$ cat src/logic/buck_ctrl_pkg.sv
//----------------------------------------------------------------------
// What this block does
//----------------------------------------------------------------------
package buck_ctrl_pkg;

  //--------------------------------------------------------------------
  // Register map
  //--------------------------------------------------------------------
  localparam logic [7:0] ADDR_LOOP_REF = 8'h00;
  localparam logic [7:0] ADDR_SCALE_CTRL = 8'h01;
  localparam logic [7:0] ADDR_CHIP_ID = 8'h05;
  localparam logic [7:0] ADDR_FAULT_STATUS = 8'h06;

  //--------------------------------------------------------------------
  // Field positions
  //--------------------------------------------------------------------
  localparam int LOOP_SEL_BIT = 7;
  localparam int ARM_BIT = 6;
  localparam int OC_BIT = 3;
  localparam int TEW_BIT = 2;
  localparam int TSD_BIT = 1;
  localparam int PG_BIT = 0;

  //--------------------------------------------------------------------
  // Reset values
  //--------------------------------------------------------------------
  // Loop select set = divider loop; code of the fixed 0.6 V reference
  localparam logic [6:0] REF_CODE_FIXED = 7'h0a;
  localparam logic [7:0] LOOP_REF_RESET = 8'h8a;
  localparam logic [7:0] SCALE_CTRL_RESET = 8'h00;
  // Vendor code: arbitrary neutral value
  localparam logic [3:0] VENDOR_CODE_DEF = 4'h5;
  localparam logic [3:0] REVISION_DEF = 4'h1;

  //--------------------------------------------------------------------
  // Carriers
  //--------------------------------------------------------------------
  // Analog monitor results, already sampled to the clock
  typedef struct packed {
    logic overcurrent_flag;
    logic thermal_early_warning_flag;
    logic thermal_shutdown_flag;
    logic fb_in_window;   // Feedback pin inside window
    logic vout_in_window; // Sensed output inside window
  } monitor_s;

  // Register write strobe with address and data
  typedef struct packed {
    logic       wr;
    logic [7:0] addr;
    logic [7:0] data;
  } reg_wr_s;

endpackage

$ cat src/logic/buck_status_gen.sv
`timescale 1ns/100ps
// Builds the fault status byte from the monitor levels
module buck_status_gen
  import buck_ctrl_pkg::*;
(
  // Monitor levels
  input wire monitor_s i_mon,
  input wire logic i_direct_loop,
  // Status byte
  output logic [7:0] o_status
);

  //--------------------------------------------------------------------
  // Status assembly
  //--------------------------------------------------------------------
  // Window comparison follows whichever loop is active
  always_comb begin
    o_status = 8'h00;
    o_status[OC_BIT] = i_mon.overcurrent_flag;
    o_status[TEW_BIT] = i_mon.thermal_early_warning_flag;
    o_status[TSD_BIT] = i_mon.thermal_shutdown_flag;
    o_status[PG_BIT] = i_direct_loop ? i_mon.vout_in_window
                                     : i_mon.fb_in_window;
  end

endmodule

$ cat src/logic/buck_loop_select_status_regs.sv
`timescale 1ns/100ps
module buck_loop_select_status_regs
  import buck_ctrl_pkg::*;
#(
  parameter logic [3:0] VENDOR_CODE = VENDOR_CODE_DEF, // Arbitrary value
  parameter logic [3:0] REVISION = REVISION_DEF
)(
  // Clock and reset
  input wire logic i_clk,
  input wire logic i_srst,
  // Converter enable level
  input wire logic i_enable,
  // Register access from the serial interface
  input wire reg_wr_s i_wr,
  input wire logic [7:0] i_rd_addr,
  output logic [7:0] o_rd_data,
  // Analog monitors
  input wire monitor_s i_mon,
  // Loop control to the analog core
  output logic o_direct_loop,
  output logic [6:0] o_ref_code,
  output logic o_power_good
);

  //--------------------------------------------------------------------
  // State
  //--------------------------------------------------------------------
  logic [7:0] loop_ref_r, loop_ref_nxt;   // Select and code
  logic arm_r, arm_nxt;                   // Scaling armed
  logic [5:0] scale_misc_r, scale_misc_nxt; // Other writable bits
  logic scale_b7_r, scale_b7_nxt;
  logic en_d_r;                           // Enable, last cycle
  logic [7:0] rd_r, rd_nxt;
  logic pg_r;
  logic [7:0] status;
  logic en_rise;
  logic direct_r;       // Register loop active, registered for the pin
  logic [6:0] ref_code_r; // Active reference code, registered

  //--------------------------------------------------------------------
  // Status builder
  //--------------------------------------------------------------------
  buck_status_gen u_status (
    .i_mon(i_mon),
    .i_direct_loop(!loop_ref_r[LOOP_SEL_BIT]),
    .o_status(status)
  );

  assign en_rise = i_enable && !en_d_r;

  //--------------------------------------------------------------------
  // Control registers next state
  //--------------------------------------------------------------------
  // A loop write lands only when armed, so a stray write is harmless
  always_comb begin
    loop_ref_nxt = loop_ref_r;
    arm_nxt = arm_r;
    scale_misc_nxt = scale_misc_r;
    scale_b7_nxt = scale_b7_r;
    if (en_rise || !i_enable) begin
      // Back to the divider loop on each enable assertion
      loop_ref_nxt = LOOP_REF_RESET;
      arm_nxt = 1'b0;
    end else if (i_wr.wr) begin
      case (i_wr.addr)
        ADDR_LOOP_REF: begin
          if (arm_r) begin
            loop_ref_nxt = i_wr.data;
            arm_nxt = 1'b0;
          end
        end
        ADDR_SCALE_CTRL: begin
          arm_nxt = i_wr.data[ARM_BIT];
          scale_misc_nxt = i_wr.data[5:0];
          scale_b7_nxt = i_wr.data[7];
        end
        default: begin
          // Identification and status ignore writes
          loop_ref_nxt = loop_ref_r;
        end
      endcase
    end
  end

  //--------------------------------------------------------------------
  // Read mux
  //--------------------------------------------------------------------
  always_comb begin
    case (i_rd_addr)
      ADDR_LOOP_REF: rd_nxt = loop_ref_r;
      ADDR_SCALE_CTRL: rd_nxt = {scale_b7_r, arm_r, scale_misc_r};
      ADDR_CHIP_ID: rd_nxt = {VENDOR_CODE, REVISION};
      ADDR_FAULT_STATUS: rd_nxt = status;
      default: rd_nxt = 8'h00;
    endcase
  end

  //--------------------------------------------------------------------
  // Registers
  //--------------------------------------------------------------------
  always_ff @(posedge i_clk) begin
    if (i_srst) begin
      loop_ref_r <= LOOP_REF_RESET;
      arm_r <= 1'b0;
      scale_misc_r <= SCALE_CTRL_RESET[5:0];
      scale_b7_r <= 1'b0;
      en_d_r <= 1'b0;
      rd_r <= 8'h00;
      pg_r <= 1'b0;
      direct_r <= 1'b0;
      ref_code_r <= REF_CODE_FIXED;
    end else begin
      loop_ref_r <= loop_ref_nxt;
      arm_r <= arm_nxt;
      scale_misc_r <= scale_misc_nxt;
      scale_b7_r <= scale_b7_nxt;
      en_d_r <= i_enable;
      rd_r <= rd_nxt;
      pg_r <= status[PG_BIT];
      // Registered from the next value so the pins move with the register
      direct_r <= !loop_ref_nxt[LOOP_SEL_BIT];
      // Divider loop always sees the fixed reference code
      ref_code_r <= loop_ref_nxt[LOOP_SEL_BIT] ? REF_CODE_FIXED
                                               : loop_ref_nxt[6:0];
    end
  end

  //--------------------------------------------------------------------
  // Outputs
  //--------------------------------------------------------------------
  assign o_rd_data = rd_r;
  assign o_direct_loop = direct_r;
  assign o_ref_code = ref_code_r;
  assign o_power_good = pg_r;
endmodule

$ cat config.mk
export PLATFORM = sky130hd
export DESIGN_NAME = buck_loop_select_status_regs
export DESIGN_NICKNAME = d
export VERILOG_FILES = /design/src/logic/buck_ctrl_pkg.sv /design/src/logic/buck_status_gen.sv /design/src/logic/buck_loop_select_status_regs.sv
export SDC_FILE = /design/constraint.sdc
export NUM_CORES = 1
export LEC_CHECK = 0
export ABC_AREA = 1
export BUFFER_PORTS_ARGS = -buffer_cell sky130_fd_sc_hd__buf_4
export CAP_MARGIN = 20
export CORE_ASPECT_RATIO = 1.5
export CORE_MARGIN = 2
export CORE_UTILIZATION = 54
export DETAILED_ROUTE_END_ITERATION = 16
export GPL_TIMING_DRIVEN = 0
export PLACE_DENSITY = 0.94
export SYNTH_ARGS = -nofsm -noshare
export SYNTH_HDL_FRONTEND = slang
export SYNTH_HIERARCHICAL = 1
export SYNTH_SLANG_ARGS = --single-unit
$ cat constraint.sdc
create_clock -name i_clk -period 2.7 [get_ports i_clk]
set_input_delay 0.135 -clock i_clk [delete_from_list [all_inputs] [get_ports i_clk]]
set_output_delay 0.135 -clock i_clk [all_outputs]
set_load 0.1 [all_outputs]
==> metrics.md, run 1 <==
| Metric | Value |
|---|---|
| Die width | `around 50 um` |
| Final net count | `330` |
| Starting density of the core | `56.6%` |
| Clock power share | `around 36%` |
| Register clock-pin slew on the reported worst setup and hold paths | `about 0.060 ns` |
| Hold WC Path Type | `input pin to register` |
| Core Footprint | `approximately 0.0029 sq mm` |
| CTS buffer count | `5` |
| Ports | `50` |
| Fin Setup TNS | `0 ns` |
| CTS H-Tree Depth | `2` |
| Final Util | `between 70% and 80%` |
| Fraction of the mapped netlist area in simple logic gates | `43.9%` |
| Share of total power in combinational logic | `around a tenth` |
| Clk sinks | `34` |
| Adder-Cell Fraction of Synth Area | `0%` |
| Antenna Cells | `0` |
| Post-synth top area share | `41.7%` |
| Count of different cell masters after synthesis | `18` |
| First drt pass iteration count | `5` |
| Sequential share of power | `54.2%` |
| Worst-Margin Slew | `around 0.52 ns` |
| Post-synth design cell area | `0.00163 sq mm` |
| First-pass GRT wire length | `between 6 and 7 mm` |
| Dpl hpwl | `approximately 2.9 mm` |
| Slew headroom | `65.2%` |
| Crit path DAT | `1.62 ns` |
| Vias in the first global route | `between 1.5k and 2k` |
| Final Cycle Share | `between 50 and 60%` |
| Final hold viol count | `0` |
| Hold Buf Count CTS | `0` |
| Skew-Pair Late Insertion Delay | `0.28 ns` |
| Post-Synth XOR/XNOR Area | `0%` |
| Clock skew | `0.00429 ns` |
| CTS root buffer | `clkbuf_8` |
| PortBufs | `45` |
| Die Area | `between 0.003 and 0.004 sq mm` |
| Finish-stage setup viols | `0` |
| VDD IR-drop max | `0.428 mV` |
| Seq/Total Area, Yosys | `a little over two fifths` |
| Top cells by area, synth | `dfxtp_1 (42%), nand2_1 (14%), nor2_1 (10%), inv_1 (8.0%), nand3_1 (7.7%)` |
| Synthesis-stage register bit count | `34` |
| Min Tclk post-route | `about 1.5 ns` |
| Startpoint types | `register` |
| Data required time of the critical path | `2.84 ns` |
| Pwr dens | `440 mW/mm^2` |
| Vias | `1664` |
| Pleak | `1.04 nW` |
| Initial antenna violation count | `0` |
| Compound-Gate Fraction of Synth Area | `under 10%` |
| Largest net degree at the start of global routing | `11` |
| Post-route ant nets | `0` |
| Yosys top cell by area | `dfxtp_1` |
| DR iter-0 viols | `58` |
| GRT overflow | `0` |
| Yosys warning total | `6` |
| CP Max Fanout | `8` |
| Chip height | `71.3 um` |
| WL final | `3.74 mm` |
| Total track usage | `approximately 23%` |
| Main combinational cell family by area after synthesis | `simple AND/OR/NAND/NOR gates` |
| Status | `complete, no violations` |
| Clock Tree Buf Depth | `2` |
| Layout cells sized above 1 | `approximately 25%` |
| Setup crit end kind | `register` |
| Max-slew violation count | `0` |
| RSZ-0062 raised after global routing | `false` |
| Switching share of total power | `22.7%` |
| Fmax | `676 MHz` |
| Worst setup path class | `register to register` |
| Area Growth Syn to Fin | `29.2%` |
| Resized cells post-CTS | `0` |
| Mapped Avg Cell Area | `6.75 sq um` |
| Std cell rows | `24` |
| DRC | `0` |
| Post-synthesis mux area share | `0%` |
| CTS tree | `yes` |
| Internal | `0.718 mW` |
| Vias per inst | `about 5.0` |
| Syn Inst Count | `around 240` |
| # Post-CTS Setup Buffers | `0` |
| Max_cap viols | `0` |
| Net Switching | `~0.21 mW` |
| Routability cong. | `around 0.9` |
| Wirelength per Cell | `11.1 um` |
| Total power | `around 0.93 mW` |
[cell families (layout without fill, tap and decap cells)]
logic type,after synthesis,count (layout)
AO/OA/AOI/OAI,8,8
other,1,4
buffers and inverters,44,96
flip-flops,34,34
AND/OR/NAND/NOR,155,155
[cells in the final DEF, fill, tap and decap left out, types with 4 or more instances in the layout]
cell type / n
nand2_1: 63
buf_4: 52
nor2_1: 45
inv_1: 35
dfxtp_1: 34
nand3_1: 25
a21oi_1: 8
nor2_4: 5
clkbuf_8: 5
nand2_2: 4
conb_1: 4
[per-layer routing]
metal	wire length (um)	track usage (%)
met1	1220	19.7
met2	2120	44.4
met3	251	6.04
met4	152	15.6
met5	0	0
[cells in the mapped netlist]
cell type and count:
nor2_4 5, nor3b_1 1, nand3b_1 3, nand2_2 4
nand3_1 25, nor2_2 3, inv_1 35, buf_4 7
conb_1 1, nor2_1 45, nand2_4 2, nand3_4 1
nand2_1 63, a21oi_1 8, nor3_1 2, dfxtp_1 34
nand4_1 1, clkbuf_1 2
[worst max-delay path, cell delays in order (launching register included)]
cell and delay [ns]:
dfxtp_1 0.32, nand2_1 0.08, nor2_1 0.41, nand2_1 0.31, nand2_1 0.13, a21oi_1 0.08
[flip-flops by register name, summed over array words and instances (netlist names), 6 cells and up]
register,count
scale_misc_r,6
o_ref_code,7
o_rd_data,8
loop_ref_r,8
[layout make-up]
| class | instances | area (sq um) |
|---|---|---|
| timing repair buffer | 45 | 338 |
| inverter | 35 | 131 |
| clock inverter | 2 | 10.0 |
| clock buffer | 5 | 68.8 |
| tap | 39 | 48.8 |
| sequential | 34 | 681 |
| multi-input combinational | 167 | 772 |
| fill | 240 | 773 |
| buffer | 9 | 60.1 |
[stage by stage]
step	hold slack, ns	worst slack [ns]	instances	area, sq um
2_1_floorplan	0.242	1.59	245	1640
3_3_place_gp	0.351	1.38	329	2030
3_5_place_dp	0.366	1.31	329	2030
4_1_cts	0.0734	1.24	336	2110
5_1_grt	0.0975	1.17	336	2110
6_report	0.0713	1.22	336	2110
[path summary, 6_finish.rpt]
check                                      from              end  slack [ns]  cells past startpoint
worst min-delay path                   i_enable           en_d_r        0.07                      3
worst max register to register           en_d_r       scale_b7_r        1.22                      5
worst min register to register  scale_misc_r[5]  scale_misc_r[5]        0.47                      2
worst max-delay path                     en_d_r       scale_b7_r        1.22                      5
[power groups by stage]
| stage | clock [mW] | sequential, mW | combinational [mW] |
|---|---|---|---|
| 2_1_floorplan | 0 | 0.521 | 0.0368 |
| 3_3_place_gp | 0 | 0.515 | 0.0845 |
| 3_5_place_dp | 0 | 0.515 | 0.0864 |
| 4_1_cts | 0.342 | 0.504 | 0.0868 |
| 5_1_grt | 0.361 | 0.503 | 0.0950 |
| 6_report | 0.338 | 0.504 | 0.0867 |
Note: power is estimated with default switching activity, not from simulation.
==> run 2: changes to the inputs <==
--- a/config.mk
+++ b/config.mk
@@ -10,10 +10,10 @@
 export CAP_MARGIN = 20
 export CORE_ASPECT_RATIO = 1.5
 export CORE_MARGIN = 2
-export CORE_UTILIZATION = 54
+export CORE_UTILIZATION = 45
 export DETAILED_ROUTE_END_ITERATION = 16
 export GPL_TIMING_DRIVEN = 0
-export PLACE_DENSITY = 0.94
+export PLACE_DENSITY = 0.85
 export SYNTH_ARGS = -nofsm -noshare
 export SYNTH_HDL_FRONTEND = slang
 export SYNTH_HIERARCHICAL = 1
==> constraint.sdc (replaced) <==
create_clock -name i_clk -period 1.2 [get_ports i_clk]
set_input_delay 0.06 -clock i_clk [delete_from_list [all_inputs] [get_ports i_clk]]
set_output_delay 0.06 -clock i_clk [all_outputs]
set_load 0.1 [all_outputs]
==> run 2 against run 1 <==
Compared with the run above:
- register-to-register slack lost 1.2 ns
- clock power rose to 3.1 times the previous value
- non-clock buffer count rose by 5
- worst setup slack got worse by 1.2 ns
- final cell count up 2.7%
- final area rose by 5.5%
- maximum frequency up 27%
- via count down 0.12%
- combinational power grew 140%
- critical path depth increased by 1
- hold slack got worse by 0.028 ns
- critical endpoint is now loop_ref_r[6]
==> metrics.md, run 2 (synthesis gave the netlist of run 1 again) <==
| Metric | Value |
|---|---|
| DRC | `0 (unchanged)` |
| Clk sinks | `34 (unchanged)` |
| RSZ-0062 raised after global routing | `true` |
| R2R cell count | `6 (+1)` |
| First drt pass iteration count | `5 (unchanged)` |
| Min Tclk post-route | `1.17 ns (-0.313 ns)` |
| Core Footprint | `0.00345 sq mm (+20%)` |
| Register area | `682 sq um (+0.18%)` |
| Clock power share | `44.3% (+7.9 points)` |
| Starting density of the core | `47.4% (-9.3 points)` |
| Commonest non-fill, non-tap cell in the layout | `nand2_1` |
| Std cell rows | `26 (+8.3%)` |
| Data required time of the critical path | `1.37 ns (-1.47 ns)` |
| Internal | `1.85 mW (+160%)` |
| Clock skew | `0.0112 ns (+0.00696 ns)` |
| Setup crit end kind | `register` |
| CTS root buffer | `clkbuf_8` |
| Hold depth | `3 (unchanged)` |
| Register clock-pin slew on the reported worst setup and hold paths | `0.08 ns (+0.02 ns)` |
| Crit path DAT | `1.34 ns (-0.28 ns)` |
| CTS buffer count | `5 (unchanged)` |
| Placed cells | `332 (+0.91%)` |
| Worst slack, placed | `-0.139 ns (-1.45 ns)` |
| CP peak stage delay | `0.37 ns (-0.04 ns)` |
| Ports | `50 (unchanged)` |
| Final worst slack | `0.0343 ns (-1.19 ns)` |
| Initial antenna violation count | `0 (unchanged)` |
| Max_cap viols | `0 (unchanged)` |
| Final net count | `335 (+1.5%)` |
| Worst path cell trace | `inv_2 > nor2_4 > buf_4 > nand3_1 > nand3_2 > nor2_1` |
| Die Area | `0.00414 sq mm (+19%)` |
| PortBufs | `45 (unchanged)` |
| Total power | `2.40 mW (+160%)` |
| CP Max Fanout | `6 (-2)` |
| Finish-stage setup viols | `0 (unchanged)` |
| Final Cycle Share | `97.1% (+42 points)` |
| Skew-Pair Late Insertion Delay | `0.29 ns (about the same)` |
| Startpoint types | `register` |
| Total track usage | `20.0% (-2.8 points)` |
| Post-route ant nets | `0 (unchanged)` |
| Final cell count without fillers | `345 (+2.7%)` |
| CTS tree | `yes` |
| Antenna Cells | `0 (unchanged)` |
| Layout cells sized above 1 | `30.0% (+5.1 points)` |
| Cell Area, Placed | `0.00203 sq mm (+0.18%)` |
| Chip height | `77.8 um (+9.0%)` |
| Final hold viol count | `0 (unchanged)` |
| Routability cong. | `0.856 (-4.4%)` |
| Pleak | `1.07 nW (+3.1%)` |
| Wirelength per Cell | `11.2 um (+0.36%)` |
| Vias in the first global route | `1533 (-3.3%)` |
| GRT overflow | `0 (unchanged)` |
| Area Growth Syn to Fin | `36.2%` |
| Dpl hpwl | `2.67 mm (-7.8%)` |
| First-pass GRT wire length | `6.23 mm (+1.2%)` |
| Status | `complete, no violations` |
| Switching share of total power | `23.1% (+0.40 points)` |
| VDD IR-drop max | `0.849 mV (+98%)` |
| Most frequent cells in the layout | `nand2_1 (61), buf_4 (56), nor2_1 (41)` |
| Final instance area | `0.00222 sq mm (+5.5%)` |
| CTS H-Tree Depth | `2 (unchanged)` |
| Die width | `53.2 um (+8.8%)` |
| Max-slew violation count | `0 (unchanged)` |
| Net Switching | `0.554 mW (+160%)` |
| Multi-input logic area | `807 sq um (+4.5%)` |
| DR iter-0 viols | `55 (-5.2%)` |
| Pwr dens | `1080 mW/mm^2 (+150%)` |
| Fin Setup TNS | `0 ns (unchanged)` |
| Hold WC Path Type | `input pin to register` |
| Vias | `1662 (-0.12%)` |
| Fillers | `321 (+34%)` |
| CP max-delay cell | `dfxtp_2` |
| Sequential share of power | `47.2% (-7.0 points)` |
| Vias per inst | `4.82 (-2.7%)` |
| Fmax | `858 MHz (+27%)` |
| Share of total power in combinational logic | `8.5% (-0.8 points)` |
| Worst setup path class | `register to register` |
| WL final | `3.85 mm (+3.0%)` |
| Clock Tree Buf Depth | `2 (unchanged)` |
| Largest net degree at the start of global routing | `13 (+2)` |
[run 2: cell types whose count changed in the layout (fill, tap and decap cells not counted), moves of 2 or more]
cell and change:
clkinv_2 -2, buf_4 +4, nand2_1 -2, inv_2 +2
nand2_2 +2, nand3_2 +3, clkinvlp_4 +2, nor2_2 +3
nand3_1 -3, inv_1 -2, nor2_1 -4
[run 2: per-layer routing]
metal / vias up / track usage, % / wire length [um]
li1: 840 / - / -
met1: 736 / 22.0 / 1510
met2: 73 / 34.8 / 2010
met3: 13 / 3.08 / 229
met4: 0 / 11.8 / 108
met5: - / 0 / 0
[run 2: layout make-up]
cell class	instances	area share (%)
Sequential cell	34	30.7
Tap cell	42	2.36
Clock buffer	5	3.09
Timing Repair Buffer	50	17.0
Multi-Input combinational cell	167	36.3
Buffer	9	2.70
Clock inverter	3	2.02
Inverter	35	5.91
[run 2: power groups by stage]
stage | sequential (mW) | clock (mW) | combinational (mW)
2_1_floorplan | 1.17 | 0 | 0.0828
3_3_place_gp | 1.16 | 0 | 0.191
3_5_place_dp | 1.16 | 0 | 0.195
4_1_cts | 1.13 | 1.06 | 0.201
5_1_grt | 1.13 | 1.12 | 0.224
6_report | 1.13 | 1.06 | 0.205
[run 2: worst max-delay path: cells and delay by family (launching register included)]
| family | cells | cell delay (ns) |
|---|---|---|
| buffers and inverters | 2 | 0.21 |
| flip-flops | 1 | 0.37 |
| AND/OR/NAND/NOR | 4 | 0.46 |
[run 2: what timing repair did]
item	CTS	global route
hold buffers	1	0
gates cloned	0	0
gates resized for setup	3	10
pin swaps	1	2
setup endpoints to repair	15	21
buffers inserted	3	1
hold endpoints to repair	1	0
[run 2: worst paths after layout]
check	from	endpoint	slack (ns)
worst max register to register	arm_r	loop_ref_r[6]	0.03
worst max-delay path	arm_r	loop_ref_r[6]	0.03
worst min register to register	scale_misc_r[1]	scale_misc_r[1]	0.47
worst min-delay path	i_wr[2]	scale_misc_r[2]	0.04
[run 2: metrics by stage]
stage | util (%) | hold slack (ns)
final | 64.5 | 0.0433
after global placement | 59.0 | 0.275
after global routing | 64.5 | 0.0567
after CTS | 63.5 | 0.0469
after detailed placement | 59.0 | 0.299
after floorplan | - | 0.167
==> run 3: changes to the inputs <==
--- a/config.mk
+++ b/config.mk
@@ -5,14 +5,12 @@
 export SDC_FILE = /design/constraint.sdc
 export NUM_CORES = 1
 export LEC_CHECK = 0
-export ABC_AREA = 1
 export BUFFER_PORTS_ARGS = -buffer_cell sky130_fd_sc_hd__buf_4
 export CAP_MARGIN = 20
 export CORE_ASPECT_RATIO = 1.5
 export CORE_MARGIN = 2
 export CORE_UTILIZATION = 45
 export DETAILED_ROUTE_END_ITERATION = 16
-export GPL_TIMING_DRIVEN = 0
 export PLACE_DENSITY = 0.85
 export SYNTH_ARGS = -nofsm -noshare
 export SYNTH_HDL_FRONTEND = slang
==> run 3 against run 2 <==
Compared with the run above:
- non-clock buffer count up 3
- final area increased by 0.51%
- flip-flop and latch count is the same
- clock skew shrank 0.0066 ns
- critical path type unchanged
- largest cell class unchanged
- largest power group unchanged
==> metrics.md, run 3 <==
| Metric | Value |
|---|---|
| Largest net degree at the start of global routing | `22 (+9)` |
| Final hold viol count | `0 (unchanged)` |
| Area Growth Syn to Fin | `37.5%` |
| Min Tclk post-route | `1.17 ns (+0.00373 ns)` |
| Top cells by area, synth | `dfxtp_1 (42%), mux2i_1 (14%), nand2_1 (6.5%), nand2b_1 (5.4%), or3b_2 (4.3%)` |
| GRT overflow | `0 (unchanged)` |
| CP peak stage delay | `0.46 ns (+0.09 ns)` |
| Syn Inst Count | `178 (-26%)` |
| Yosys top cell by area | `dfxtp_1` |
| Placed cells | `269 (-19%)` |
| Final worst slack | `0.0306 ns (-0.00373 ns)` |
| Layout cells sized above 1 | `39.8% (+9.8 points)` |
| Routability cong. | `0.763 (-11%)` |
| Max_cap viols | `0 (unchanged)` |
| Clk sinks | `34 (unchanged)` |
| Vias in the first global route | `1416 (-7.6%)` |
| Cell Area, Placed | `0.00208 sq mm (+2.3%)` |
| Dpl hpwl | `2.73 mm (+2.3%)` |
| Fmax | `855 MHz (-0.32%)` |
| Hold Buf Count CTS | `0 (-1)` |
| VDD IR-drop max | `0.920 mV (+8.3%)` |
| Starting density of the core | `47.2% (-0.18 points)` |
| Chip height | `77.6 um (-0.19%)` |
| Max-slew violation count | `0 (unchanged)` |
| Async set-reset flop share out of synthesis | `0% (unchanged)` |
| Core Footprint | `0.00345 sq mm (unchanged)` |
| Hold WC Path Type | `input pin to register` |
| WL final | `3.69 mm (-4.4%)` |
| Std cell rows | `26 (unchanged)` |
| Count of different cell masters after synthesis | `30 (+12)` |
| Register clock-pin slew on the reported worst setup and hold paths | `0.07 ns (about the same)` |
| Worst path buffer plus inverter count | `0 (-2)` |
| Antenna Cells | `0 (unchanged)` |
| Mapped Avg Cell Area | `9.14 sq um (+35%)` |
| First-pass GRT wire length | `5.93 mm (-4.9%)` |
| Post-synth top area share | `41.8% (+0.16 points)` |
| Clock skew | `0.00463 ns (-0.00661 ns)` |
| CP max-delay cell | `or3b_2` |
| Hold slack final | `0.0341 ns (-0.00919 ns)` |
| First drt pass iteration count | `4 (-1)` |
| Count leader, synth | `dfxtp_1` |
| Skew-Pair Late Insertion Delay | `0.28 ns (about the same)` |
| Worst slack, placed | `-0.164 ns (-0.0246 ns)` |
| Seq/Total Area, Yosys | `41.8% (+0.16 points)` |
| Pwr dens | `990 mW/mm^2 (-8.3%)` |
| Ports | `50 (unchanged)` |
| CTS root buffer | `clkbuf_8` |
| CP Max Fanout | `3 (-3)` |
| Delay-heaviest family, CP | `simple AND/OR/NAND/NOR gates` |
| Most instantiated cells after synthesis | `dfxtp_1 (34), nand2_1 (28), mux2i_1 (22)` |
| Setup crit end kind | `register` |
| Worst path cell trace | `or3b_2 > a21o_1 > a21oi_1` |
| RSZ-0062 raised after global routing | `true` |
| CTS buffer count | `5 (unchanged)` |
| R2R setup slack | `0.03 ns (about the same)` |
| Pleak | `1.01 nW (-6.1%)` |
| Die width | `53.1 um (-0.18%)` |
| Post-synth design cell area | `0.00163 sq mm (-0.38%)` |
| Data required time of the critical path | `1.41 ns (+0.04 ns)` |
| Synthesis-stage register bit count | `34 (unchanged)` |
| CTS tree | `yes` |
| Clock Tree Buf Depth | `2 (unchanged)` |
| Status | `complete, no violations` |
| Most frequent cells in the layout | `buf_4 (59), dfxtp_1 (28), nand2_1 (26)` |
| DR iter-0 viols | `44 (-20%)` |
| Post-synth EDFFs | `0 (unchanged)` |
| Finish-stage setup viols | `0 (unchanged)` |
| Final instance area | `0.00224 sq mm (+0.51%)` |
| Total track usage | `19.3% (-0.74 points)` |
| Initial antenna violation count | `0 (unchanged)` |
| Final Cycle Share | `97.5% (+0.31 points)` |
| Yosys warning total | `6 (unchanged)` |
| Commonest non-fill, non-tap cell in the layout | `buf_4` |
| Die Area | `0.00412 sq mm (-0.36%)` |
| Post-route ant nets | `0 (unchanged)` |
| Vias per inst | `5.19 (+7.8%)` |
| PortBufs | `49 (+8.9%)` |
| Worst setup path class | `register to register` |
| Final cell count without fillers | `278 (-19%)` |
| CTS H-Tree Depth | `2 (unchanged)` |
| Wirelength per Cell | `13.3 um (+19%)` |
| DRC | `0 (unchanged)` |
| Primary FF master, synth | `dfxtp_1` |
| Vias | `1444 (-13%)` |
| Startpoint types | `register` |
| Final net count | `268 (-20%)` |
| Crit path DAT | `1.38 ns (+0.04 ns)` |
[run 3: changes by cell type in the layout (fill, tap and decap cells not counted), moves of 8 or more]
cell and delta:
nor2_1 -36, nand2_1 -35, inv_1 -32, mux2i_1 +22, nand3_1 -16, nand2b_1 +14, a21o_1 +8, or3b_2 +8
[run 3: metrics by stage]
step                      total power [mW]  util (%)  setup TNS (ns)
final                                 2.21      64.8               0
after global routing                  2.30      64.8         -0.0815
after CTS                             2.22      63.1               0
after detailed placement              1.38      60.4           -2.26
after global placement                1.38      60.4           -1.78
after floorplan                       1.28         -          -0.415
[run 3: logic make-up (layout without fill, tap and decap cells)]
kind of cell	count (synthesis)	in the layout	synth area share [%]
mux	24	24	15.2
compound gates	21	21	7.69
buf+inv	16	71	5.46
simple gates	82	82	29.6
flops	34	34	41.8
other cells	1	4	0.231
[run 3: routing by layer]
layer	wire length (um)	up-vias	GRT usage, %	share of wire (%)
met5	0	-	0	0
met4	69	0	11.3	1.9
met3	200	6	4.42	5.4
met2	2040	47	33.5	55
met1	1380	670	20.2	37
li1	-	721	-	-
[run 3: power by group]
part	switching (mW)	total (mW)	leakage, nW	internal, mW
Combinational	0.108	0.232	0.683	0.124
Sequential	0.00280	1.14	0.274	1.13
Clock	0.383	0.845	0.0482	0.462
[run 3: final timing paths]
kind | from | cells past startpoint | end
max reg2reg | loop_ref_r[6] | 3 | o_rd_data[6]
min reg2reg | scale_misc_r[1] | 2 | o_rd_data[1]
min | i_enable | 2 | en_d_r
max | loop_ref_r[6] | 3 | o_rd_data[6]
[run 3: final cells by class]
type | count | area [sq um]
multi-input combinational | 131 | 915
sequential | 34 | 688
fill | 313 | 1210
inverter | 1 | 3.75
clock buffer | 7 | 86.3
clock inverter | 1 | 5.00
tap | 42 | 52.6
timing repair buffer | 62 | 485
[run 3: timing repair]
| item | 4_1_cts | 5_1_grt |
|---|---|---|
| gates cloned | 0 | 0 |
| pin swaps | 1 | 4 |
| gates resized for setup | 1 | 15 |
| endpoints found under the setup margin | 2 | 13 |
| buffers inserted | 0 | 1 |
[run 3: worst reg2reg max path: stages, from the launching register on]
cell	delay (ns)
dfxtp_1	0.36
or3b_2	0.46
a21o_1	0.17
a21oi_1	0.11
